[src/rtl/spc_pkg.sv]
// constants for the serial port control block
// assumes ref_clk is the oscillator and one machine cycle is twelve periods
package spc_pkg;
    // ==========================================
    // register addresses and reset value
    localparam logic [7:0] CTRL_ADDR  = 8'h98;
    localparam logic [7:0] DATA_ADDR  = 8'h99;
    localparam logic [7:0] CTRL_RESET = 8'h00;
    localparam logic [7:0] READ_NONE  = 8'h00;
    // ==========================================
    // serial_control_reg field positions
    localparam int CTL_RI  = 0;
    localparam int CTL_TI  = 1;
    localparam int CTL_RB8 = 2;
    localparam int CTL_TB8 = 3;
    localparam int CTL_REN = 4;
    localparam int CTL_SM2 = 5;
    localparam int CTL_SML = 6;
    localparam int CTL_SMH = 7;
    // ==========================================
    // operating modes {mode_select_high, mode_select_low}
    localparam logic [1:0] MODE_SYNC = 2'h0;
    localparam logic [1:0] MODE_A10  = 2'h1;
    localparam logic [1:0] MODE_A11F = 2'h2;
    localparam logic [1:0] MODE_A11T = 2'h3;
    // ==========================================
    // machine cycle slot indices, two slots per state
    localparam logic [3:0] MC_LAST   = 4'hb;
    localparam logic [3:0] IDX_STATE_ONE_PHASE_ONE  = 4'h0;
    localparam logic [3:0] IDX_STATE_THREE_PHASE_ONE  = 4'h4;
    localparam logic [3:0] IDX_S5P2  = 4'h9;
    localparam logic [3:0] IDX_STATE_SIX_PHASE_TWO  = 4'hb;
    // ==========================================
    // mode 0 sequence counts
    localparam logic [3:0] M0_LOAD   = 4'ha;
    localparam logic [3:0] M0_ONE    = 4'h1;
    localparam logic [3:0] M0_ZERO   = 4'h0;
    localparam logic [3:0] M0_TX_CLK = 4'h8;
    localparam logic [3:0] M0_RX_CLK = 4'h9;
    localparam logic [3:0] M0_RX_END = 4'h2;
    // ==========================================
    // asynchronous bit timing in baud generator ticks
    localparam logic [3:0] BIT_LAST  = 4'hf;
    localparam logic [3:0] SAMP_A    = 4'h7;
    localparam logic [3:0] SAMP_C    = 4'h9;
    localparam logic [1:0] M2_SLOW   = 2'h3;
    localparam logic [1:0] M2_FAST   = 2'h1;
    localparam logic [3:0] A10_BITS  = 4'ha;
    localparam logic [3:0] A11_BITS  = 4'hb;
    localparam logic [3:0] STOP_A10  = 4'h9;
    localparam logic [3:0] STOP_A11  = 4'ha;
    // ==========================================
    // receive framing states
    typedef enum logic [1:0] {
        RX_IDLE  = 2'b01,
        RX_FRAME = 2'b10
    } spc_rx_st_t;
endpackage : spc_pkg

[src/rtl/spc_mc_timing.sv]
// machine cycle framing: twelve oscillator periods, six states of two phases
// assumes a free running ref_clk and asynchronous active low reset
module spc_mc_timing (
    // clock and reset
    input  wire logic ref_clk,
    input  wire logic rst_n,
    // timing points
    output logic      state_one_phase_one,
    output logic      state_three_phase_one,
    output logic      state_six_phase_two,
    output logic      s3_to_s5
);
    // ==========================================
    // slot counter
    logic [3:0] slot_r;

    always_ff @(posedge ref_clk or negedge rst_n) begin
        if (!rst_n) begin
            slot_r <= 4'h0;
        end else if (slot_r == spc_pkg::MC_LAST) begin
            slot_r <= 4'h0;
        end else begin
            slot_r <= slot_r + 4'h1;
        end
    end

    // ==========================================
    // decoded points
    assign state_one_phase_one     = (slot_r == spc_pkg::IDX_STATE_ONE_PHASE_ONE);
    assign state_three_phase_one     = (slot_r == spc_pkg::IDX_STATE_THREE_PHASE_ONE);
    assign state_six_phase_two     = (slot_r == spc_pkg::IDX_STATE_SIX_PHASE_TWO);
    assign s3_to_s5 = (slot_r >= spc_pkg::IDX_STATE_THREE_PHASE_ONE) && (slot_r <= spc_pkg::IDX_S5P2);
endmodule // spc_mc_timing

[src/rtl/spc_serial_port.sv]
// serial port: control register, mode 0 shifter, asynchronous shifter, baud clocks
// assumes an sfr port with one-cycle strobes and timer 1 overflow from outside
module spc_serial_port (
    // clock and reset
    input  wire logic       ref_clk,
    input  wire logic       rst_n,
    // sfr access
    input  wire logic [7:0] sfr_addr,
    input  wire logic       sfr_wr,
    input  wire logic       sfr_rd,
    input  wire logic [7:0] sfr_wdata,
    output logic      [7:0] sfr_rdata,
    // baud sources
    input  wire logic       baud_doubler_bit,
    input  wire logic       timer1_overflow,
    // serial pins
    input  wire logic       rxd_in,
    output logic            rxd_out,
    output logic            rxd_oe,
    output logic            txd_out,
    // interrupt request
    output logic            serial_irq
);
    // ==========================================
    // declarations
    logic [7:0] ctrl_r;
    logic [7:0] rx_buf_r;
    logic [7:0] rdata_r;
    logic [1:0] mode;
    logic       mode0;
    logic       ctrl_wr;
    logic       data_wr;
    logic       state_one_phase_one;
    logic       state_three_phase_one;
    logic       state_six_phase_two;
    logic       s3_to_s5;
    logic       ti_set;
    logic       ri_set;
    logic       rb8_set;
    logic       rb8_val;
    logic       buf_load;
    logic [7:0] buf_val;
    logic [8:0] m0_tx_r;
    logic [3:0] m0_tx_cnt_r;
    logic [7:0] m0_rx_r;
    logic [3:0] m0_rx_cnt_r;
    logic       m0_out_r;
    logic       shift_clock_out_r;
    logic [1:0] m2_div_r;
    logic       ovf_half_r;
    logic       brg_tick;
    logic [3:0] tx16_r;
    logic [10:0] a_tx_r;
    logic [3:0] a_tx_bits_r;
    logic       a_txd_r;
    spc_pkg::spc_rx_st_t rx_st_r;
    logic [3:0] rx16_r;
    logic [3:0] rx_idx_r;
    logic [1:0] samp_r;
    logic [8:0] a_rx_r;
    logic       rx_prev_r;
    logic       bit_v;
    logic [3:0] stop_idx;
    logic       key_bit;

    function automatic logic maj3(input logic [2:0] s);
        maj3 = (s[0] & s[1]) | (s[0] & s[2]) | (s[1] & s[2]);
    endfunction

    assign mode    = {ctrl_r[spc_pkg::CTL_SMH], ctrl_r[spc_pkg::CTL_SML]};
    assign mode0   = (mode == spc_pkg::MODE_SYNC);
    assign ctrl_wr = sfr_wr && (sfr_addr == spc_pkg::CTRL_ADDR);
    assign data_wr = sfr_wr && (sfr_addr == spc_pkg::DATA_ADDR);

    spc_mc_timing u_timing (
        .ref_clk  (ref_clk),
        .rst_n    (rst_n),
        .state_one_phase_one     (state_one_phase_one),
        .state_three_phase_one     (state_three_phase_one),
        .state_six_phase_two     (state_six_phase_two),
        .s3_to_s5 (s3_to_s5)
    );

    // ==========================================
    // control register, hardware sets win over software writes
    always_ff @(posedge ref_clk or negedge rst_n) begin
        if (!rst_n) begin
            ctrl_r <= spc_pkg::CTRL_RESET;
        end else begin
            ctrl_r <= ctrl_wr ? sfr_wdata : ctrl_r;
            if (ti_set) begin
                ctrl_r[spc_pkg::CTL_TI] <= 1'b1;
            end
            if (ri_set) begin
                ctrl_r[spc_pkg::CTL_RI] <= 1'b1;
            end
            if (rb8_set) begin
                ctrl_r[spc_pkg::CTL_RB8] <= rb8_val;
            end
        end
    end

    // ==========================================
    // receive buffer and read data
    always_ff @(posedge ref_clk or negedge rst_n) begin
        if (!rst_n) begin
            rx_buf_r <= 8'h00;
        end else if (buf_load) begin
            rx_buf_r <= buf_val;
        end
    end

    always_ff @(posedge ref_clk or negedge rst_n) begin
        if (!rst_n) begin
            rdata_r <= spc_pkg::READ_NONE;
        end else if (sfr_rd) begin
            unique case (sfr_addr)
                spc_pkg::CTRL_ADDR: rdata_r <= ctrl_r;
                spc_pkg::DATA_ADDR: rdata_r <= rx_buf_r;
                default:            rdata_r <= spc_pkg::READ_NONE;
            endcase
        end
    end

    assign sfr_rdata  = rdata_r;
    assign serial_irq = ctrl_r[spc_pkg::CTL_TI] | ctrl_r[spc_pkg::CTL_RI];

    // ==========================================
    // mode 0 transmit: one shift per machine cycle at state six phase two
    always_ff @(posedge ref_clk or negedge rst_n) begin
        if (!rst_n) begin
            m0_tx_r     <= 9'h000;
            m0_tx_cnt_r <= spc_pkg::M0_ZERO;
            m0_out_r    <= 1'b1;
        end else if (data_wr && mode0) begin
            m0_tx_r     <= {1'b1, sfr_wdata};
            m0_tx_cnt_r <= spc_pkg::M0_LOAD;
        end else if (!mode0) begin
            m0_tx_cnt_r <= spc_pkg::M0_ZERO;
        end else if (state_six_phase_two && m0_tx_cnt_r != spc_pkg::M0_ZERO) begin
            m0_tx_cnt_r <= m0_tx_cnt_r - 4'h1;
            if (m0_tx_cnt_r != spc_pkg::M0_LOAD) begin
                m0_out_r <= m0_tx_r[0];
                m0_tx_r  <= {1'b0, m0_tx_r[8:1]};
            end
        end
    end

    // ==========================================
    // mode 0 receive: started only by a control register write
    always_ff @(posedge ref_clk or negedge rst_n) begin
        if (!rst_n) begin
            m0_rx_r     <= 8'h00;
            m0_rx_cnt_r <= spc_pkg::M0_ZERO;
        end else if (ctrl_wr && m0_rx_cnt_r == spc_pkg::M0_ZERO
                     && sfr_wdata[spc_pkg::CTL_SMH:spc_pkg::CTL_SML] == spc_pkg::MODE_SYNC
                     && sfr_wdata[spc_pkg::CTL_REN] && !sfr_wdata[spc_pkg::CTL_RI]) begin
            m0_rx_cnt_r <= spc_pkg::M0_LOAD + spc_pkg::M0_ONE;
        end else if (!mode0 || !ctrl_r[spc_pkg::CTL_REN]) begin
            m0_rx_cnt_r <= spc_pkg::M0_ZERO;
        end else if (state_six_phase_two && m0_rx_cnt_r > spc_pkg::M0_ONE) begin
            m0_rx_cnt_r <= m0_rx_cnt_r - 4'h1;
            if (m0_rx_cnt_r <= spc_pkg::M0_RX_CLK) begin
                m0_rx_r <= {rxd_in, m0_rx_r[7:1]};
            end
        end else if (state_one_phase_one && m0_rx_cnt_r == spc_pkg::M0_ONE) begin
            m0_rx_cnt_r <= spc_pkg::M0_ZERO;
        end
    end

    // ==========================================
    // mode 0 shift clock on the transmit pin
    always_ff @(posedge ref_clk or negedge rst_n) begin
        if (!rst_n) begin
            shift_clock_out_r <= 1'b1;
        end else if (s3_to_s5 && m0_tx_cnt_r >= spc_pkg::M0_ONE
                     && m0_tx_cnt_r <= spc_pkg::M0_TX_CLK) begin
            shift_clock_out_r <= 1'b0;
        end else if (s3_to_s5 && m0_rx_cnt_r >= spc_pkg::M0_RX_END
                     && m0_rx_cnt_r <= spc_pkg::M0_RX_CLK) begin
            shift_clock_out_r <= 1'b0;
        end else begin
            shift_clock_out_r <= 1'b1;
        end
    end

    // ==========================================
    // baud generator ticks, sixteen per bit
    always_ff @(posedge ref_clk or negedge rst_n) begin
        if (!rst_n) begin
            m2_div_r <= 2'h0;
        end else if (brg_tick || mode != spc_pkg::MODE_A11F) begin
            m2_div_r <= 2'h0;
        end else begin
            m2_div_r <= m2_div_r + 2'h1;
        end
    end

    always_ff @(posedge ref_clk or negedge rst_n) begin
        if (!rst_n) begin
            ovf_half_r <= 1'b0;
        end else if (timer1_overflow) begin
            ovf_half_r <= ~ovf_half_r;
        end
    end

    always_comb begin
        brg_tick = 1'b0;
        unique case (mode)
            spc_pkg::MODE_SYNC: brg_tick = 1'b0;
            spc_pkg::MODE_A11F: brg_tick = (m2_div_r == (baud_doubler_bit ?
                                           spc_pkg::M2_FAST : spc_pkg::M2_SLOW));
            spc_pkg::MODE_A10,
            spc_pkg::MODE_A11T: brg_tick = timer1_overflow
                                           && (baud_doubler_bit || ovf_half_r);
        endcase
    end

    // ==========================================
    // asynchronous transmit
    always_ff @(posedge ref_clk or negedge rst_n) begin
        if (!rst_n) begin
            tx16_r <= 4'h0;
        end else if (brg_tick) begin
            tx16_r <= tx16_r + 4'h1;
        end
    end

    always_ff @(posedge ref_clk or negedge rst_n) begin
        if (!rst_n) begin
            a_tx_r      <= 11'h000;
            a_tx_bits_r <= 4'h0;
            a_txd_r     <= 1'b1;
        end else if (data_wr && !mode0) begin
            a_tx_r      <= (mode == spc_pkg::MODE_A10) ? {2'b01, sfr_wdata, 1'b0}
                         : {1'b1, ctrl_r[spc_pkg::CTL_TB8], sfr_wdata, 1'b0};
            a_tx_bits_r <= (mode == spc_pkg::MODE_A10) ? spc_pkg::A10_BITS : spc_pkg::A11_BITS;
        end else if (mode0) begin
            a_tx_bits_r <= 4'h0;
            a_txd_r     <= 1'b1;
        end else if (brg_tick && tx16_r == spc_pkg::BIT_LAST && a_tx_bits_r != 4'h0) begin
            a_txd_r     <= a_tx_r[0];
            a_tx_r      <= {1'b0, a_tx_r[10:1]};
            a_tx_bits_r <= a_tx_bits_r - 4'h1;
        end
    end

    // ==========================================
    // asynchronous receive with two of three sampling
    assign bit_v    = maj3({samp_r, rxd_in});
    assign stop_idx = (mode == spc_pkg::MODE_A10) ? spc_pkg::STOP_A10 : spc_pkg::STOP_A11;
    assign key_bit  = (mode == spc_pkg::MODE_A10) ? bit_v : a_rx_r[8];

    always_ff @(posedge ref_clk or negedge rst_n) begin
        if (!rst_n) begin
            rx_st_r   <= spc_pkg::RX_IDLE;
            rx16_r    <= 4'h0;
            rx_idx_r  <= 4'h0;
            samp_r    <= 2'h0;
            a_rx_r    <= 9'h000;
            rx_prev_r <= 1'b1;
        end else if (mode0 || !ctrl_r[spc_pkg::CTL_REN]) begin
            rx_st_r <= spc_pkg::RX_IDLE;
        end else if (brg_tick) begin
            rx_prev_r <= rxd_in;
            unique case (rx_st_r)
                spc_pkg::RX_IDLE: begin
                    if (rx_prev_r && !rxd_in) begin
                        rx_st_r  <= spc_pkg::RX_FRAME;
                        rx16_r   <= 4'h0;
                        rx_idx_r <= 4'h0;
                    end
                end
                spc_pkg::RX_FRAME: begin
                    rx16_r <= rx16_r + 4'h1;
                    if (rx16_r >= spc_pkg::SAMP_A && rx16_r < spc_pkg::SAMP_C) begin
                        samp_r <= {samp_r[0], rxd_in};
                    end
                    if (rx16_r == spc_pkg::SAMP_C) begin
                        if ((rx_idx_r == 4'h0 && bit_v) || rx_idx_r == stop_idx) begin
                            rx_st_r <= spc_pkg::RX_IDLE;
                        end else if (rx_idx_r != 4'h0) begin
                            a_rx_r <= {bit_v, a_rx_r[8:1]};
                        end
                        rx_idx_r <= rx_idx_r + 4'h1;
                    end
                end
            endcase
        end
    end

    // ==========================================
    // completion events
    always_comb begin
        ti_set   = 1'b0;
        ri_set   = 1'b0;
        rb8_set  = 1'b0;
        rb8_val  = 1'b0;
        buf_load = 1'b0;
        buf_val  = m0_rx_r;
        if (mode0) begin
            ti_set   = state_six_phase_two && m0_tx_cnt_r == spc_pkg::M0_ONE;
            buf_load = state_six_phase_two && m0_rx_cnt_r == spc_pkg::M0_RX_END;
            buf_val  = {rxd_in, m0_rx_r[7:1]};
            ri_set   = state_one_phase_one && m0_rx_cnt_r == spc_pkg::M0_ONE;
        end else begin
            ti_set = brg_tick && tx16_r == spc_pkg::BIT_LAST
                     && a_tx_bits_r == 4'h1;
            if (brg_tick && rx_st_r == spc_pkg::RX_FRAME && rx16_r == spc_pkg::SAMP_C
                && rx_idx_r == stop_idx && !ctrl_r[spc_pkg::CTL_RI]
                && (!ctrl_r[spc_pkg::CTL_SM2] || key_bit)) begin
                ri_set   = 1'b1;
                buf_load = 1'b1;
                buf_val  = (mode == spc_pkg::MODE_A10) ? a_rx_r[8:1] : a_rx_r[7:0];
                rb8_set  = (mode != spc_pkg::MODE_A10) || !ctrl_r[spc_pkg::CTL_SM2];
                rb8_val  = key_bit;
            end
        end
    end

    // ==========================================
    // pins
    assign rxd_out = m0_out_r;
    assign rxd_oe  = mode0 && (m0_rx_cnt_r == spc_pkg::M0_ZERO);
    assign txd_out = mode0 ? shift_clock_out_r : a_txd_r;
endmodule // spc_serial_port

[config.mk]
export PLATFORM = sky130hd
export DESIGN_NAME = spc_serial_port
export DESIGN_NICKNAME = d
export VERILOG_FILES = /design/src/rtl/spc_pkg.sv /design/src/rtl/spc_mc_timing.sv /design/src/rtl/spc_serial_port.sv
export SDC_FILE = /design/constraint.sdc
export NUM_CORES = 1
export LEC_CHECK = 0
export BUFFER_PORTS_ARGS = -buffer_cell sky130_fd_sc_hd__buf_2
export CELL_PAD_IN_SITES_DETAIL_PLACEMENT = 0
export CELL_PAD_IN_SITES_GLOBAL_PLACEMENT = 1
export CORE_MARGIN = 5
export CORE_UTILIZATION = 35
export CTS_CLUSTER_SIZE = 12
export DETAILED_ROUTE_END_ITERATION = 8
export MAX_ROUTING_LAYER = met4
export PLACE_DENSITY = 0.59
export SLEW_MARGIN = 20
export SYNTH_ARGS = -nofsm -noshare
export SYNTH_HDL_FRONTEND = slang
export SYNTH_SLANG_ARGS = --single-unit
[constraint.sdc]
create_clock -name ref_clk -period 6.4 [get_ports ref_clk]
set_clock_uncertainty 0.2 [all_clocks]
set_input_delay 0.64 -clock ref_clk [delete_from_list [all_inputs] [get_ports ref_clk]]
set_output_delay 0.64 -clock ref_clk [all_outputs]
set_load 0.02 [all_outputs]
# Word-level counts from Yosys, hierarchy flattened
# Index checks and enable logic that the tools add are counted.
# classes
n_addsub	8
magnitude_cmp	9
n_eq_ne	26
n_mux	56
n_bitwise	13
reduce_logical	75
# op_table
cell	n
two-way mux 4 bit	13
two-way mux 11 bit	4
two-way mux 9 bit	4
logical AND 1 bit	31
two-way mux 8 bit	3
AND reduction 4 bit	5
two-way mux 1 bit	18
nonzero test 2 bit	9
adder 4 x 1 -> 4 bit (second input constant)	4
equality test 8 bit (second input constant)	2
two-way mux 2 bit	8
one-hot mux 4 bit (2 select lines)	2
one-hot mux 8 bit (2 select lines)	1
nonzero test 4 bit	4
equality test 4 x 1 -> 1 bit (second input constant)	3
equality test 4 bit (second input constant)	3
less-or-equal comparator 4 bit (second input constant)	3
zero test 4 bit	3
subtractor 4 x 1 -> 4 bit (second input constant)	3
!= test 3 bit (second input constant)	3
>= comparator 4 x 3 -> 1 bit (second input constant)	2
logical OR 1 bit	7
inverter 1 bit	7
equality test 2 bit (second input constant)	3
25 further kinds	42
# totals
register_bits	100
in_bits	23
out_inout_bits	12
elab_cells	212

# Depth between registers and ports, before layout
# Gate-level depths: netlist of run 1.
# logic_depth
depth_word	11
depth_mapped	8

# By module
# Synthesis of run 1 repeated with hierarchy kept, for this count alone.
# unflattened
cells_unflattened	486
hier_area_um2	5177.5
# modules_own_cells
mod	instances	cells_per_inst	area_each_um2	seq_area_each_um2
spc_serial_port	1	462	4938.5	2383.5
spc_mc_timing	1	24	239.0	100.1

# Least setup slack after synthesis of run 1
# OpenSTA, ideal clock, no wires.
# synth_timing
path_kind	in2reg
start	input sfr_addr[1]
end	register m0_rx_r[1]
setup_time_ns	0.125
t_arrival_ns	2.145
required_time_ns	6.075
path_slack_ns	3.930
path_stages	5
path_buffers	0
path_cell_list	or4b_4 > nor4_1 > nand4_1 > nand4_2 > mux2_2
# synth_between
elab_chain_len	8
# synth_lines
element	line_no	rtl
start, declared	spc_serial_port.sv:8	input wire logic [7:0] sfr_addr,
equality test 8 bit	spc_serial_port.sv:72	assign ctrl_wr = sfr_wr && (sfr_addr == spc_pkg::CTRL_ADDR);
logical AND 1 bit	spc_serial_port.sv:72	
logical AND 1 bit	spc_serial_port.sv:155	end else if (ctrl_wr && m0_rx_cnt_r == spc_pkg::M0_ZERO
logical AND 1 bit	spc_serial_port.sv:156	&& sfr_wdata[spc_pkg::CTL_SMH:spc_pkg::CTL_SML] == spc_pkg::MODE_SYNC
logical AND 1 bit (2 in a row)	spc_serial_port.sv:157	&& sfr_wdata[spc_pkg::CTL_REN] && !sfr_wdata[spc_pkg::CTL_RI]) begin
inverter 1 bit (no line)	n/a	
AND reduction 4 bit (no line)	n/a	
end signal, assigned	spc_serial_port.sv:164	m0_rx_r <= {rxd_in, m0_rx_r[7:1]};
end, declared	spc_serial_port.sv:45	logic [7:0] m0_rx_r;
# No other way between the ends.
# A chain may end at the register's enable or synchronous reset.

# Worst setup path in the final report of run 1
# layout_timing
start	register ctrl_r[7]
end	register rx16_r[3]
# layout_between
elab_chain_len	4
elab_cells_between_ends	9
cone_classes	eq/ne: 3; mux: 1; bitwise: 1; reduce/logical: 4
# layout_lines
element	line_no	rtl
start, declared	spc_serial_port.sv:26	logic [7:0] ctrl_r;
start signal, assigned	spc_serial_port.sv:88	ctrl_r <= spc_pkg::CTRL_RESET;
start signal, assigned	spc_serial_port.sv:90	ctrl_r <= ctrl_wr ? sfr_wdata : ctrl_r;
start signal, assigned by index	spc_serial_port.sv:98	ctrl_r[spc_pkg::CTL_RB8] <= rb8_val;
equality test 2 x 1 -> 1 bit, or another cell as far along	spc_serial_port.sv:209	unique case (mode)
OR reduction 2 bit or logical OR 1 bit (tied branches)	spc_serial_port.sv:209, spc_serial_port.sv:262	
one-hot mux 1 bit (3 select lines) or inverter 1 bit (tied branches)	n/a	
AND reduction 3 bit (no line) *	n/a	
end signal, assigned	spc_serial_port.sv:275	rx16_r <= rx16_r + 4'h1;
end, declared	spc_serial_port.sv:57	logic [3:0] rx16_r;
# Mark *: on every way between the ends. The rest lies on a longest branch, timed or not.

==> impl_metrics.py, run 1 <==
metrics = {
    "cells_and_area": {
        "final_cell_mix": "dfrtp_1 (94), nand2_1 (45), o21ai_0 (37), mux2_2 (34), buf_2 (33)",
        "multi_input_area_sq_mm": 0.00241,
        "final_common_cell": "dfrtp_1",
        "n_fill_cell": 1445,
        "area_delta_synth_final_pct": 12.0,
        "fin_nets": 566,
        "fin_cells": 712,
        "seq_area_sq_mm": 0.00248,
        "insertedDiodeCount": 0,
        "layout-drive-gt1-share_pct": 18.8,
    },
    "floorplanning": {
        "io-pin-count": 35,
        "fp-row-count": 44,
        "die_h_um": 131,
        "die_w_um": 131,
        "die-area_sq_mm": 0.0172,
        "coreArea_sq_mm": 0.0144,
        "initial_core_util_pct": 35.5,
    },
    "placement": {
        "pre_cts_slack_ps": 3330,
        "dp_cells": 696,
        "gp_congestion": 0.765,
        "dp_hpwl_um": 8410,
        "port_buffers": 34,
    },
    "clock_tree": {
        "cts_root_buf": "clkbuf_16",
        "cts_buffers": 9,
        "clkLatencyLatePin_ps": 350,
        "cts.htree.levels": 3,
        "clockBufferDepth": 2,
        "cts_hold_buf": 0,
        "cts_tree": "done",
        "post_cts_resized": 0,
        "cts_sinks": 99,
        "post-cts-setup-buffers": 0,
        "clk_transition_reported_paths_ps": 70,
    },
    "worst_setup_path": {
        "r2r_start": "ctrl_r[7]$_DFFE_PN0P_",
        "rr_worst_depth": 5,
        "cp-startpoint": "ctrl_r[7]$_DFFE_PN0P_",
        "critPathLaunchType": "register",
        "required_ps": 6480,
        "endpoint_kind": "register",
        "arrival_ps": 3180,
        "crit_type": "register to register",
        "cp_max_fo": 26,
    },
    "power": {
        "p_leak_nw": 2.54,
        "power_per_cell_area_mw_per_mm2": 243,
        "power.switching_uw": 351,
        "power.share.clock_pct": 39.1,
        "power.total_mw": 1.39,
        "power_frac_seq_pct": 50.9,
        "p_sw_share_pct": 25.2,
        "p_int_mw": 1.04,
        "ir_drop_v": 0.000174,
        "combPwrFrac_pct": 10.0,
    },
    "routing": {
        "drt_iter0_drc": 216,
        "vias_per_cell": 5.25,
        "drtAntennaViolNets": 0,
        "dr.pass1.iters": 4,
        "drc": 0,
        "vias": 3737,
        "wire_per_inst_um": 16.8,
        "routed_wirelength_um": 12000,
    },
    "global_route": {
        "grt_max_degree": 53,
        "grt_pass1_vias": 3769,
        "grt_pass1_wl_um": 20100,
        "grt_use_total_pct": 15.7,
        "overflow": 0,
        "antenna_found_initial": 0,
    },
    "yosys": {
        "ys.flop_type": "dfrtp_1",
        "yosysTopAreaCell": "dfrtp_1",
        "synth_warnings": 0,
        "synthArstFlopShare_pct": 100,
        "yosys_register_bits": 99,
        "syn-num-nets": 539,
        "synthCells": 496,
        "synth_area_sq_mm": 0.00513,
        "yosysTopAreaCellShare_pct": 45.9,
        "synth.distinct_cells": 57,
        "synth-seq-area-share_pct": 48.5,
        "ys_top_cells_by_area": "dfrtp_1 (46%), mux2_2 (7.5%), ha_1 (4.9%)",
        "avgSynthCellArea_sq_um": 10.3,
        "synth_edf_count": 0,
    },
    "min_path": {
        "hp-class": "input pin to async pin",
    },
    "sta": {
        "hold_viol": 0,
        "worst_pin_slew_ps": 1070,
        "whs_ps": 135,
        "max_freq_mhz": 323,
        "slew_headroom_pct": 28.4,
        "rsz0062_at_grt": "no",
        "maxSlewViolCount": 0,
        "final.setup.tns_ps": 0,
        "fin_crit_ps": 3100,
        "fin_crit_sh_pct": 48.4,
        "setup_viol_count_final": 0,
        "final.setup.worst_slack_ps": 3300,
    },
    "outcome": {
        "status": "finished, final reports clean",
    },
    "flow_run": {
        "drv.max_cap_violation_count": 0,
    },
}
==> metrics by stage <==
stage	instance area, sq um	utilization [%]
after floorplan	5130	-
after global placement	5450	37.8
after detailed placement	5450	37.8
after CTS	5740	39.8
after global routing	5740	39.8
final	5740	39.8
==> logic make-up (layout without fill, tap and decap cells) <==
group / Yosys count / after routing / share of synthesized area [%]
buffers and inverters: 54 / 86 / 4.44
muxes: 54 / 54 / 11.4
and+or+nand+nor: 149 / 149 / 15.7
DFF: 99 / 99 / 48.5
AOI/OAI and AO/OA: 107 / 107 / 12.9
xor gates and xnor gates: 12 / 12 / 2.05
adders and majority gates: 21 / 21 / 5.08
==> power groups by stage <==
stage / combinational, mW / clock (mW) / sequential [mW]
6_report: 0.140 / 0.544 / 0.708
5_1_grt: 0.165 / 0.591 / 0.716
4_1_cts: 0.142 / 0.565 / 0.709
3_5_place_dp: 0.142 / 0 / 0.720
3_3_place_gp: 0.137 / 0 / 0.720
2_1_floorplan: 0.0964 / 0 / 0.707
==> critical path, stage by stage (launching register included) <==
cell	delay [ps]
dfrtp_1	880
nand2b_4	120
o31ai_4	620
nand4_1	500
or4_1	600
nand3_1	90
==> registers in the layout, summed over array words and instances (netlist names), 7 cells and up <==
name and cells:
a_tx_r 11, m0_rx_r 7, ctrl_r 8, sfr_rdata 8
m0_tx_r 9, rx_buf_r 8, a_rx_r 9
==> Yosys cell counts, types with 13 or more instances <==
library cell,n
dfrtp_1,94
inv_1,32
a21oi_1,21
o21ai_0,37
o22ai_1,18
nand2_1,45
nor2_1,26
clkbuf_1,13
ha_1,20
mux2i_1,20
nand3_1,18
mux2_2,34
==> worst paths after layout <==
kind | endpoint | slack (ps)
setup / recovery | rx16_r[3]$_DFFE_PN0P_ | 3300
hold / removal | u_timing.slot_r[3]$_DFF_PN0_ | 130
setup reg to reg | rx16_r[3]$_DFFE_PN0P_ | 3300
hold reg to reg | m2_div_r[0]$_DFF_PN0_ | 230
max in group asynchronous | u_timing.slot_r[2]$_DFF_PN0_ | 4740
min in group ref_clk | m2_div_r[0]$_DFF_PN0_ | 230
==> final cells by class <==
| class | count | area share, % |
|---|---|---|
| Multi-Input combinational cell | 343 | 42.0 |
| Clock inverter | 2 | 0.654 |
| Clock buffer | 14 | 4.42 |
| Inverter | 32 | 2.09 |
| Timing Repair Buffer | 38 | 3.53 |
| Tap cell | 184 | 4.01 |
| Sequential cell | 99 | 43.2 |
==> per-layer routing <==
| layer | part of all wire [%] | track usage (%) | wire (um) | vias to the layer above |
|---|---|---|---|---|
| met5 | 0 | - | 0 | - |
| met3 | 2.7 | 3.58 | 327 | 15 |
| li1 | - | - | - | 1816 |
| met2 | 48 | 24.0 | 5710 | 39 |
| met4 | 1.9 | 5.08 | 224 | 0 |
| met1 | 48 | 20.7 | 5740 | 1867 |
Power figures use the tool's default switching activity.
==> run 2: changes to the inputs <==
--- a/config.mk
+++ b/config.mk
@@ -5,6 +5,7 @@
 export SDC_FILE = /design/constraint.sdc
 export NUM_CORES = 1
 export LEC_CHECK = 0
+export ABC_AREA = 1
 export BUFFER_PORTS_ARGS = -buffer_cell sky130_fd_sc_hd__buf_2
 export CELL_PAD_IN_SITES_DETAIL_PLACEMENT = 0
 export CELL_PAD_IN_SITES_GLOBAL_PLACEMENT = 1
@@ -13,7 +14,7 @@
 export CTS_CLUSTER_SIZE = 12
 export DETAILED_ROUTE_END_ITERATION = 8
 export MAX_ROUTING_LAYER = met4
-export PLACE_DENSITY = 0.59
+export PLACE_DENSITY = 0.62
 export SLEW_MARGIN = 20
 export SYNTH_ARGS = -nofsm -noshare
 export SYNTH_HDL_FRONTEND = slang
==> constraint.sdc (replaced) <==
create_clock -name ref_clk -period 3 [get_ports ref_clk]
set_clock_uncertainty 0.2 [all_clocks]
set_input_delay 0.3 -clock ref_clk [delete_from_list [all_inputs] [get_ports ref_clk]]
set_output_delay 0.3 -clock ref_clk [all_outputs]
set_load 0.02 [all_outputs]
==> impl_metrics.py, run 2 <==
metrics = {
    "outcome": {
        "status": "finished, final reports clean",
    },
    "yosys": {
        "yosys_register_bits": 100,
        "synth_area_sq_mm": 0.00546,
        "synth_common_cells": "nand2_1 (198), dfrtp_1 (95), inv_1 (68)",
        "ys.flop_type": "dfrtp_1",
        "synth_edf_count": 0,
        "yosysTopAreaCell": "dfrtp_1",
        "synthCells": 689,
        "avgSynthCellArea_sq_um": 7.93,
        "synthArstFlopShare_pct": 100,
        "syn-num-nets": 732,
        "synth.most_common_cell": "nand2_1",
        "yosysTopAreaCellShare_pct": 43.5,
        "synth.distinct_cells": 46,
        "synth_warnings": 0,
        "synth-seq-area-share_pct": 45.9,
        "ys_top_cells_by_area": "dfrtp_1 (44%), nand2_1 (14%), nand3_1 (6.1%)",
    },
    "min_path": {
        "hp-start": "sfr_wdata[6]",
        "hp-class": "input pin to register",
    },
    "worst_setup_path": {
        "crit_type": "register to register",
        "required_ps": 3100,
        "crit_chain": "nor2_4 -> inv_2 -> nor2_2 -> nand3_2 -> a21oi_1 -> nand2_1 -> nand2_1",
        "cpMostUsedCell": "nand2_1",
        "endpoint_kind": "register",
        "cp_max_fo": 25,
        "critPathMaxStageDelay_ps": 520,
        "critPathBufInv": 1,
        "r2r_start": "ctrl_r[6]$_DFFE_PN0P_",
        "crit_slowest_cell": "dfrtp_1",
        "arrival_ps": 2430,
        "cp-startpoint": "ctrl_r[6]$_DFFE_PN0P_",
        "critical_path.top_delay_family": "simple AND/OR/NAND/NOR gates",
        "critPathLaunchType": "register",
    },
    "routing": {
        "routed_wirelength_um": 13500,
        "route.met3.wl_um": 296,
        "highest_layer": "met4",
        "wire_per_inst_um": 14.4,
        "dr.pass1.iters": 5,
        "wl_met2_um": 6190,
        "vias": 4474,
        "drt_iter0_drc": 288,
        "drc": 0,
        "vias_per_cell": 4.76,
        "routedLengthMet1_um": 6800,
        "drtAntennaViolNets": 0,
    },
    "cells_and_area": {
        "reg.largest.list": "a_tx_r x11, a_rx_r x9, m0_tx_r x9",
        "final_cell_mix": "nand2_1 (198), dfrtp_1 (95), inv_1 (68), nand3_1 (67), nor2_1 (44)",
        "final_common_cell": "nand2_1",
        "layout-drive-gt1-share_pct": 13.9,
        "largest-register": "a_tx_r",
        "fin_nets": 767,
        "insertedDiodeCount": 0,
        "n_fill_cell": 1562,
        "largest_register_ff_count": 11,
        "fin_cells": 940,
        "area_delta_synth_final_pct": 13.4,
    },
    "power": {
        "power_frac_seq_pct": 47.2,
        "p_int_mw": 2.41,
        "ir_drop_v": 0.000276,
        "power.switching_uw": 933,
        "power_per_cell_area_mw_per_mm2": 540,
        "power.share.clock_pct": 38.7,
        "p_leak_nw": 2.89,
        "p_sw_share_pct": 27.9,
        "combPwrFrac_pct": 14.0,
    },
    "flow_run": {
        "drv.max_cap_violation_count": 0,
    },
    "global_route": {
        "grt_max_degree": 72,
        "antenna_found_initial": 0,
        "grt_pass1_wl_um": 22200,
        "grt_pass1_vias": 4209,
        "overflow": 0,
        "grt_use_total_pct": 15.8,
    },
    "clock_tree": {
        "cts_sinks": 100,
        "cts_buffers": 9,
        "clk_transition_reported_paths_ps": 80,
        "cts.htree.levels": 3,
        "cts_root_buf": "clkbuf_16",
        "clockBufferDepth": 2,
        "cts_tree": "done",
        "clkLatencyLatePin_ps": 350,
    },
    "floorplanning": {
        "die_h_um": 135,
        "die_w_um": 135,
        "die-area_sq_mm": 0.0182,
        "fp-row-count": 45,
        "io-pin-count": 35,
        "coreArea_sq_mm": 0.0153,
        "initial_core_util_pct": 35.8,
    },
    "sta": {
        "final.setup.tns_ps": 0,
        "max_freq_mhz": 428,
        "worst_pin_slew_ps": 574,
        "maxSlewViolCount": 0,
        "setup_viol_count_final": 0,
        "fin_crit_sh_pct": 77.9,
        "fin_crit_ps": 2340,
        "slew_headroom_pct": 61.6,
        "hold_viol": 0,
        "rsz0062_at_grt": "no",
    },
    "placement": {
        "dp_hpwl_um": 9960,
        "gp_congestion": 0.792,
        "dp_cells": 922,
        "port_buffers": 34,
    },
}
==> run 2: cell types whose count changed after synthesis, moves of 8 or more <==
| cell | before | now |
|---|---|---|
| nand3_1 | 18 | 67 |
| o22ai_1 | 18 | 1 |
| nand2_1 | 45 | 198 |
| inv_1 | 32 | 68 |
| nor2_1 | 26 | 44 |
| inv_2 | 0 | 10 |
| o21ai_1 | 1 | 43 |
| o21ai_0 | 37 | 29 |
| mux2_2 | 34 | 0 |
| a22oi_1 | 8 | 0 |
| mux2i_1 | 20 | 0 |
==> run 2: routing by layer <==
layer	GRT usage, %	vias up
li1	-	2299
met1	22.1	2113
met2	23.7	48
met3	2.31	14
met4	5.21	0
met5	-	-
==> run 2: final timing paths <==
| kind | endpoint | slack [ps] | depth (start not counted) |
|---|---|---|---|
| max | rx_buf_r[5]$_DFFE_PN0P_ | 660 | 7 |
| min | m0_tx_r[6]$_DFFE_PN0P_ | 50 | 3 |
| min in group asynchronous | rx_idx_r[3]$_DFFE_PN0P_ | 240 | 2 |
| max reg2reg | rx_buf_r[5]$_DFFE_PN0P_ | 660 | 7 |
| min reg2reg | m2_div_r[0]$_DFF_PN0_ | 250 | 1 |
| max in group asynchronous | a_txd_r$_DFFE_PN1P_ | 1590 | 3 |
==> run 2: layout make-up <==
type                    count  area [sq um]  share of cell area [%]
well taps                 211           264                    4.26
flip-flops and latches    100          2510                    40.5
clock buffers              10           229                    3.69
multi-input cells         494          2560                    41.4
clock inverters             6          97.6                    1.57
inverters                  79           299                    4.83
repair buffers             40           235                    3.80
==> run 2: timing repair <==
item / 4_1_cts / 5_1_grt
gates resized for setup: 0 / 0
buffers inserted: 0 / 0
hold buffers: 2 / 0
hold endpoints to repair: 27 / 0
==> run 2: power groups by stage <==
stage	Clock, mW	Sequential (mW)	Combinational [mW]
5_1_grt	1.40	1.60	0.540
3_3_place_gp	0	1.61	0.467
2_1_floorplan	0	1.60	0.314
4_1_cts	1.34	1.58	0.478
6_report	1.30	1.58	0.470
3_5_place_dp	0	1.61	0.472
==> run 2: worst min-delay path, delay by kind of cell <==
family | cells | cell delay (ps)
compound gates | 1 | 60
simple gates | 1 | 70
buf+inv | 1 | 130
==> run 2: cell families (layout without fill, tap and decap cells) <==
family	count (synthesis)	after routing	synth area share, %
AND/OR/NAND/NOR	349	349	29.1
AO/OA/AOI/OAI	113	113	11.3
flip-flops	100	100	45.9
buffers and inverters	95	135	7.17
adder cells (fa/ha/maj)	20	20	4.58
XOR/XNOR	12	12	1.92
==> run 2: through the flow <==
stage	worst slack, ps	utilization (%)	total power [mW]	hold WS (ps)	instance area [sq um]
2_1_floorplan	1080	-	1.91	-196	5460
3_3_place_gp	671	38.3	2.07	71.8	5850
3_5_place_dp	636	38.3	2.08	83.2	5850
4_1_cts	623	40.6	3.40	37.2	6200
5_1_grt	430	40.6	3.53	54.9	6200
6_report	663	40.6	3.34	52.5	6200
